[config.mk]
export PLATFORM = sky130hd
export DESIGN_NAME = swdt_top
export DESIGN_NICKNAME = d
export VERILOG_FILES = /design/src/verilog/swdt_prescale.v /design/src/verilog/swdt_top.v
export VERILOG_INCLUDE_DIRS = /design/src /design/src/inc
export SDC_FILE = /design/constraint.sdc
export NUM_CORES = 1
export LEC_CHECK = 0
export ABC_AREA = 0
export BUFFER_PORTS_ARGS = -buffer_cell sky130_fd_sc_hd__buf_2
export CORE_AREA = 8 8 137 139
export DETAILED_ROUTE_END_ITERATION = 6
export DIE_AREA = 0 0 145 147
export GPL_TIMING_DRIVEN = 1
export MAX_ROUTING_LAYER = met4
export PLACE_DENSITY_LB_ADDON = 0.3
export SETUP_SLACK_MARGIN = 0.15
export SYNTH_ARGS = -nofsm -noshare
export SYNTH_HDL_FRONTEND = slang
export SYNTH_HIERARCHICAL = 1
export SYNTH_SLANG_ARGS = --single-unit
[constraint.sdc]
create_clock -name mclk -period 3.4 [get_ports mclk]
set_input_delay 0.51 -clock mclk [delete_from_list [all_inputs] [get_ports mclk]]
set_output_delay 0.51 -clock mclk [all_outputs]
set_load 0.01 [all_outputs]
[src/inc/swdt_regs.vh]
// Watchdog register map, field positions, reset values and timing constants.
// Assumes inclusion by bare name from the watchdog design files.
`ifndef SWDT_REGS_VH
`define SWDT_REGS_VH

`define SWDT_ADDR_W 4
`define SWDT_A_MODE 4'h0
`define SWDT_A_TC 4'h1
`define SWDT_A_FEED 4'h2
`define SWDT_A_TV 4'h3
`define SWDT_A_IST 4'h4
`define SWDT_A_IEN 4'h5
`define SWDT_A_ICLR 4'h6

`define SWDT_MODE_EN 0
`define SWDT_MODE_RESET 1
`define SWDT_MODE_TOF 2
`define SWDT_MODE_INTF 3

`define SWDT_IST_EXPIRE 0
`define SWDT_IST_BADFEED 1
`define SWDT_IST_W 2

`define SWDT_FEED_KEY1 32'h0000_00AA
`define SWDT_FEED_KEY2 32'h0000_0055
`define SWDT_TC_MIN 32'h0000_0100
`define SWDT_TC_RESET 32'h0000_00FF
`define SWDT_PRESCALE 2'h3
`define SWDT_ZERO32 32'h0000_0000
`define SWDT_ONE32 32'h0000_0001

`endif

[src/verilog/swdt_prescale.v]
// Fixed divide-by-four tick generator for the watchdog counter.
// Assumes a single clock mclk and a synchronous active-low reset.
`timescale 1ns/1ps
`include "swdt_regs.vh"

module swdt_prescale (
    mclk,
    rst_b,
    run,
    tick
);
    input wire mclk;
    input wire rst_b;
    input wire run;
    output wire tick;

    reg [1:0] div_reg;
    wire [1:0] div_next;

    // Restarts at every feed so each tick is a full four clocks
    assign div_next = run ? (div_reg + 2'h1) : 2'h0;
    assign tick = run && (div_reg == `SWDT_PRESCALE);

    always @(posedge mclk) begin
        if (!rst_b) begin
            div_reg <= 2'h0;
        end else begin
            div_reg <= div_next;
        end
    end
endmodule // swdt_prescale

[src/verilog/swdt_top.v]
// System watchdog timer: 32-bit counter behind a divide-by-four prescaler,
// feed sequence checking, reset or interrupt on expiry.
// Assumes a register master on mclk with one-cycle strobes; wdt_reset_req
// is taken by the system reset logic, which then asserts rst_b.
//
// What this block does
// - While enabled in reset mode and armed by a feed, a missed reload before the timeout makes the watchdog request a system reset.
// - Each correct feed restarts the countdown from the programmed timeout value.
// - Software can set the enable but never clear it; only reset or a watchdog event clears it.
// - Software chooses reset or interrupt on expiry, and the watchdog disables itself after either.
// - A wrong or interrupted feed sequence while enabled and armed by a feed triggers the same response as expiry.
// - A readable flag records that the last reset was caused by the watchdog.
// - The timeout counter is 32 bits wide and advances once per prescaler tick.
// - The programmed timeout ranges from 256 to 2^32-1 ticks of four clocks, in steps of one tick.
//
// The placing of the registers and the strobed register port were decided locally.
`timescale 1ns/1ps
`include "swdt_regs.vh"

module swdt_top (
    mclk,
    rst_b,
    por_b,
    reg_addr,
    reg_wdata,
    reg_wr,
    reg_rd,
    reg_rdata,
    wdt_reset_req,
    wdt_irq
);
    input wire mclk;
    input wire rst_b;
    input wire por_b;
    input wire [`SWDT_ADDR_W-1:0] reg_addr;
    input wire [31:0] reg_wdata;
    input wire reg_wr;
    input wire reg_rd;
    output reg [31:0] reg_rdata;
    output reg wdt_reset_req;
    output wire wdt_irq;

    localparam ST_IDLE = 1'b0;
    localparam ST_HALF = 1'b1;

    reg en_reg;
    reg en_next;
    reg rst_mode_reg;
    reg rst_mode_next;
    reg tof_reg;
    reg tof_next;
    reg [31:0] tc_reg;
    reg [31:0] tc_next;
    reg [31:0] tv_reg;
    reg [31:0] tv_next;
    reg armed_reg;
    reg armed_next;
    reg feed_st_reg;
    reg feed_st_next;
    reg [`SWDT_IST_W-1:0] ist_reg;
    reg [`SWDT_IST_W-1:0] ist_next;
    reg [`SWDT_IST_W-1:0] ien_reg;
    reg [`SWDT_IST_W-1:0] ien_next;
    reg [31:0] rdata_next;
    reg rreq_next;
    reg feed_ok;
    reg feed_bad;
    reg expire;
    reg fire;

    wire tick;
    wire running;
    wire mode_wr;
    wire tc_wr;
    wire feed_wr;
    wire ien_wr;
    wire iclr_wr;
    wire any_acc;

    // Clamp programmed timeout to the smallest legal value
    function [31:0] clamp_tc;
        input [31:0] v;
        begin
            clamp_tc = (v < `SWDT_TC_MIN) ? `SWDT_TC_MIN : v;
        end
    endfunction

    function is_wr;
        input [`SWDT_ADDR_W-1:0] a;
        input [`SWDT_ADDR_W-1:0] target;
        input w;
        begin
            is_wr = w && (a == target);
        end
    endfunction

    assign running = en_reg && armed_reg;

    // Register strobe decode
    assign mode_wr = is_wr(reg_addr, `SWDT_A_MODE, reg_wr);
    assign tc_wr = is_wr(reg_addr, `SWDT_A_TC, reg_wr);
    assign feed_wr = is_wr(reg_addr, `SWDT_A_FEED, reg_wr);
    assign ien_wr = is_wr(reg_addr, `SWDT_A_IEN, reg_wr);
    assign iclr_wr = is_wr(reg_addr, `SWDT_A_ICLR, reg_wr);
    assign any_acc = reg_wr || reg_rd;

    swdt_prescale u_prescale (
        .mclk(mclk),
        .rst_b(rst_b),
        .run(running && !feed_ok),
        .tick(tick)
    );

    // Feed sequence checker
    always @* begin
        feed_ok = 1'b0;
        feed_bad = 1'b0;
        feed_st_next = feed_st_reg;
        case (feed_st_reg)
            ST_IDLE: begin
                if (feed_wr) begin
                    if (reg_wdata == `SWDT_FEED_KEY1) begin
                        feed_st_next = ST_HALF;
                    end else begin
                        feed_bad = 1'b1;
                    end
                end
            end
            ST_HALF: begin
                if (any_acc) begin
                    feed_st_next = ST_IDLE;
                    if (feed_wr && reg_wdata == `SWDT_FEED_KEY2) begin
                        feed_ok = 1'b1;
                    end else begin
                        feed_bad = 1'b1;
                    end
                end
            end
            default: begin
                feed_st_next = ST_IDLE;
            end
        endcase
    end

    // Expiry and feed faults share one response path
    always @* begin
        expire = running && tick && (tv_reg == `SWDT_ONE32);
        fire = expire || (running && feed_bad);
    end

    // Enable is set-only; besides reset, only the watchdog's own event clears it
    always @* begin
        en_next = en_reg;
        rst_mode_next = rst_mode_reg;
        if (mode_wr) begin
            en_next = en_reg | reg_wdata[`SWDT_MODE_EN];
            rst_mode_next = reg_wdata[`SWDT_MODE_RESET];
        end
        if (fire) begin
            en_next = 1'b0;
        end
    end

    // Reset cause flag: set by a watchdog reset, set beats clear
    always @* begin
        tof_next = tof_reg;
        if (mode_wr && !reg_wdata[`SWDT_MODE_TOF]) begin
            tof_next = 1'b0;
        end
        if (fire && rst_mode_reg) begin
            tof_next = 1'b1;
        end
    end

    // Timeout value, clamped to the shortest legal interval
    always @* begin
        tc_next = tc_reg;
        if (tc_wr) begin
            tc_next = clamp_tc(reg_wdata);
        end
    end

    // Countdown: reloaded by a good feed, one step per tick
    always @* begin
        tv_next = tv_reg;
        armed_next = armed_reg;
        if (feed_ok) begin
            tv_next = tc_reg;
            armed_next = en_reg;
        end else if (running && tick) begin
            tv_next = tv_reg - `SWDT_ONE32;
        end
        if (fire) begin
            armed_next = 1'b0;
        end
    end

    // Interrupt status: hardware set wins over software clear
    always @* begin
        ist_next = ist_reg;
        if (iclr_wr) begin
            ist_next = ist_reg & ~reg_wdata[`SWDT_IST_W-1:0];
        end
        if (fire && !rst_mode_reg) begin
            ist_next[`SWDT_IST_EXPIRE] = ist_next[`SWDT_IST_EXPIRE] | expire;
            ist_next[`SWDT_IST_BADFEED] = ist_next[`SWDT_IST_BADFEED] | !expire;
        end
    end

    // Chip reset request only in reset mode
    always @* begin
        rreq_next = fire && rst_mode_reg;
    end

    // Interrupt enable mask
    always @* begin
        ien_next = ien_reg;
        if (ien_wr) begin
            ien_next = reg_wdata[`SWDT_IST_W-1:0];
        end
    end

    assign wdt_irq = |(ist_reg & ien_reg);

    // Read mux
    always @* begin
        rdata_next = `SWDT_ZERO32;
        if (reg_rd) begin
            case (reg_addr)
                `SWDT_A_MODE: begin
                    rdata_next[`SWDT_MODE_EN] = en_reg;
                    rdata_next[`SWDT_MODE_RESET] = rst_mode_reg;
                    rdata_next[`SWDT_MODE_TOF] = tof_reg;
                    rdata_next[`SWDT_MODE_INTF] = |ist_reg;
                end
                `SWDT_A_TC: rdata_next = tc_reg;
                `SWDT_A_TV: rdata_next = tv_reg;
                `SWDT_A_IST: rdata_next[`SWDT_IST_W-1:0] = ist_reg;
                `SWDT_A_IEN: rdata_next[`SWDT_IST_W-1:0] = ien_reg;
                default: rdata_next = `SWDT_ZERO32;
            endcase
        end
    end

    // The watchdog flag survives a watchdog reset; only power-on or a mode write with the flag bit low clears it
    always @(posedge mclk) begin
        if (!por_b) begin
            tof_reg <= 1'b0;
        end else begin
            tof_reg <= tof_next;
        end
    end

    // Mode and enable
    always @(posedge mclk) begin
        if (!rst_b) begin
            en_reg <= 1'b0;
            rst_mode_reg <= 1'b0;
        end else begin
            en_reg <= en_next;
            rst_mode_reg <= rst_mode_next;
        end
    end

    always @(posedge mclk) begin
        if (!rst_b) begin
            tc_reg <= `SWDT_TC_RESET;
            tv_reg <= `SWDT_TC_RESET;
            armed_reg <= 1'b0;
        end else begin
            tc_reg <= tc_next;
            tv_reg <= tv_next;
            armed_reg <= armed_next;
        end
    end

    // Feed sequence state
    always @(posedge mclk) begin
        if (!rst_b) begin
            feed_st_reg <= ST_IDLE;
        end else begin
            feed_st_reg <= feed_st_next;
        end
    end

    always @(posedge mclk) begin
        if (!rst_b) begin
            ist_reg <= {`SWDT_IST_W{1'b0}};
            ien_reg <= {`SWDT_IST_W{1'b0}};
        end else begin
            ist_reg <= ist_next;
            ien_reg <= ien_next;
        end
    end

    // Read data stands for exactly one cycle after the strobe
    always @(posedge mclk) begin
        if (!rst_b) begin
            reg_rdata <= `SWDT_ZERO32;
        end else begin
            reg_rdata <= rdata_next;
        end
    end

    // One-cycle reset request to the system reset logic
    always @(posedge mclk) begin
        if (!rst_b) begin
            wdt_reset_req <= 1'b0;
        end else begin
            wdt_reset_req <= rreq_next;
        end
    end
endmodule // swdt_top

==> impl_metrics.tcl <==
set metrics [dict create \
    cts_resized 0 \
    rows 48 \
    gp_congestion 0.8925 \
    hold_class "in2reg" \
    hpwl_um 9959 \
    fillers 1776 \
    syn_avg_cell_area_um2 8.569 \
    synthSimpleGateAreaFrac 0.2623 \
    place_inst 846 \
    syn_inst 569 \
    clockBufferDepth 2 \
    netlist_area_um2 4876 \
    post-route-min-period_ps 2847 \
    antenna_left 0 \
    io_pins 75 \
    holdBufCountCts 0 \
    grt_pass1_wl_um 22090 \
    setup_violations 0 \
    fin_nets 676 \
    area_delta_synth_final_pct 18.84 \
    cts_setup_buffers 0 \
    crit_arrival_ps 3090 \
    endpoint_kind "flip-flop" \
    ys_types 58 \
    muxShareOfSynthArea 0.07467 \
    reg2regPathDepth 8 \
    grt_pass1_vias 4402 \
    syn-num-nets 613 \
    post-place-ws_ps 205.0 \
    synth_compound_area_frac 0.1373 \
    stdcell_count 862 \
    grt.overflow.total 0 \
    max_freq_mhz 351.2 \
    vias_per_cell 4.947 \
    synth_xor_area_frac 0.04311 \
    die_y_um 147 \
    core_um2 16760 \
    wl_per_cell_um 15.57 \
    synth_top_family_by_area "simple AND/OR/NAND/NOR gates" \
    h-tree-depth 3 \
    worst_pin_slew_ps 779.2 \
    rsz0062_at_grt "no" \
    grt_start_max_net_pins 56 \
    fin_crit_sh 0.8374 \
    fin_util 0.3458 \
    hold_violations 0 \
    layout-drive-gt1-share 0.1887 \
    async_flop_share 0 \
    hold_slack_ps 387.9 \
    powerDensity_nw_per_um2 420.6 \
    synth_ff_type "dfxtp_1" \
    cts.sinks 108 \
    drc 0 \
    outcome "complete, no violations" \
    synth_edf_count 0 \
    setup_tns_ps 0 \
    slew_headroom 0.4805 \
    crit_type "in2reg" \
    die-area_um2 21320 \
    drt_iter0_drc 262 \
    yosysSeqAreaShare 0.4434 \
    fin_ws_ps 552.9 \
    die_x_um 145 \
    cts_tree "built" \
    critPathMaxFanout 12 \
    vias 4264 \
    cp_data_required_time_ps 3640 \
    yosys_warnings 6 \
    yosys_register_bits 108 \
    finalMaxSlewViolations 0 \
    holdPathStages 3 \
    crit_path_start_kind "input port" \
    initial_core_util 0.2910 \
    portBuffers 74 \
    maxCapViolCount 0 \
    totalWireLength_um 13420 \
    vdd_drop_max_v 0.0002360 \
    ctsRootBufferMaster "clkbuf_16" \
    grt_use_total 0.1311 \
    path_clk_slew_ps 70 \
    clock_latency_ps 350 \
    p_leak_nw 2.274 \
    fin_skew_ps 13.53 \
    firstDrtPassIters 4 \
    antenna_found_initial 1 \
    synthAdderAreaFrac 0.007698 \
    cts_made_buffers 9 \
]
-- worst paths after layout --
| path | to | from | slack, ps |
|---|---|---|---|
| setup reg to reg | tv_reg[31] | en_reg | 910 |
| setup / recovery | tv_reg[31] | reg_addr[0] | 550 |
| hold reg to reg | tc_reg[13] | tc_reg[13] | 480 |
| hold / removal | tof_reg | por_b | 390 |
-- cell usage after synthesis, types with 2 or more instances --
cell	number	area [um^2]
ha_1	3	37.54
or3_1	4	25.02
o21ai_0	37	185.2
mux2_2	3	33.78
a2bb2oi_1	5	43.79
dfxtp_1	108	2162
nand2b_1	3	18.77
o2111ai_1	2	17.52
nand4_1	8	50.05
buf_1	2	7.510
nor3_1	13	65.06
and2_1	5	31.28
inv_1	5	18.77
nor3b_1	4	30.03
or4b_1	2	20.02
nor4b_1	2	17.52
nor2_1	60	225.2
a21oi_1	20	100.1
nor2b_1	5	31.28
o31ai_1	2	15.01
xor2_1	14	122.6
nor4_1	12	75.07
or4_4	3	33.78
and3_1	5	31.28
nand2_1	75	281.5
mux2i_1	33	330.3
nand3_1	29	145.1
a21boi_0	23	172.7
clkbuf_1	34	127.6
xnor2_1	10	87.58
a31oi_1	7	43.79
nor4bb_1	4	40.04
o211a_1	2	20.02
-- power by group --
group	leakage [nW]	internal (mW)	switching (mW)
sequential	0.871	1.27	0.00593
combinational	1.26	0.0504	0.0706
clock	0.140	0.587	0.450
-- worst max-delay path: stages --
cell and delay (ps):
buf_2 190, and4bb_2 290, and4b_1 210, nor4b_2 170
nor2_1 170, and2_2 180, and3_1 310, nand4_2 240
or4_4 480, a221oi_2 270, nor2_1 70
-- layout make-up --
type | count | area [um^2] | area share
inverters | 5 | 18.77 | 0.003239
diodes | 1 | 2.502 | 0.0004319
flip-flops and latches | 108 | 2162 | 0.3731
well taps | 225 | 281.5 | 0.04859
clock buffers | 13 | 250.2 | 0.04319
repair buffers | 88 | 475.5 | 0.08206
multi-input cells | 420 | 2569 | 0.4433
clock inverters | 2 | 35.03 | 0.006046
-- placed cells by master (no fill, tap or decap), drive strengths merged, types with 9 or more instances in the layout --
cell,netlist,layout
dfxtp,108,108
nand2,76,76
a21oi,20,20
mux2i,33,33
nand4,9,9
o21ai,37,37
buf,2,88
nor4,13,13
nor2,60,60
clkbuf,34,13
xnor2,10,10
a21boi,23,23
nand3,29,29
xor2,14,14
nor3,13,13
-- metrics by stage --
step	area, um^2	total power [mW]
2_1_floorplan	4876	1.371
3_3_place_gp	5507	1.427
3_5_place_dp	5507	1.429
4_1_cts	5792	2.471
5_1_grt	5794	2.534
6_report	5794	2.437
-- per-layer routing --
layer / global-route usage / up-vias / share of wire
met5: - / - / 0
met4: 0.04997 / 0 / 0.018
met3: 0.03137 / 14 / 0.039
met2: 0.2075 / 91 / 0.46
met1: 0.1593 / 2035 / 0.48
li1: - / 2124 / -
-- cells by family after synthesis --
group	count (synthesis)
compound gates	106
xor+xnor	24
fa+ha+maj	3
buf+inv	41
flops	108
mux	36
simple gates	251
Power figures use the tool's default switching activity.
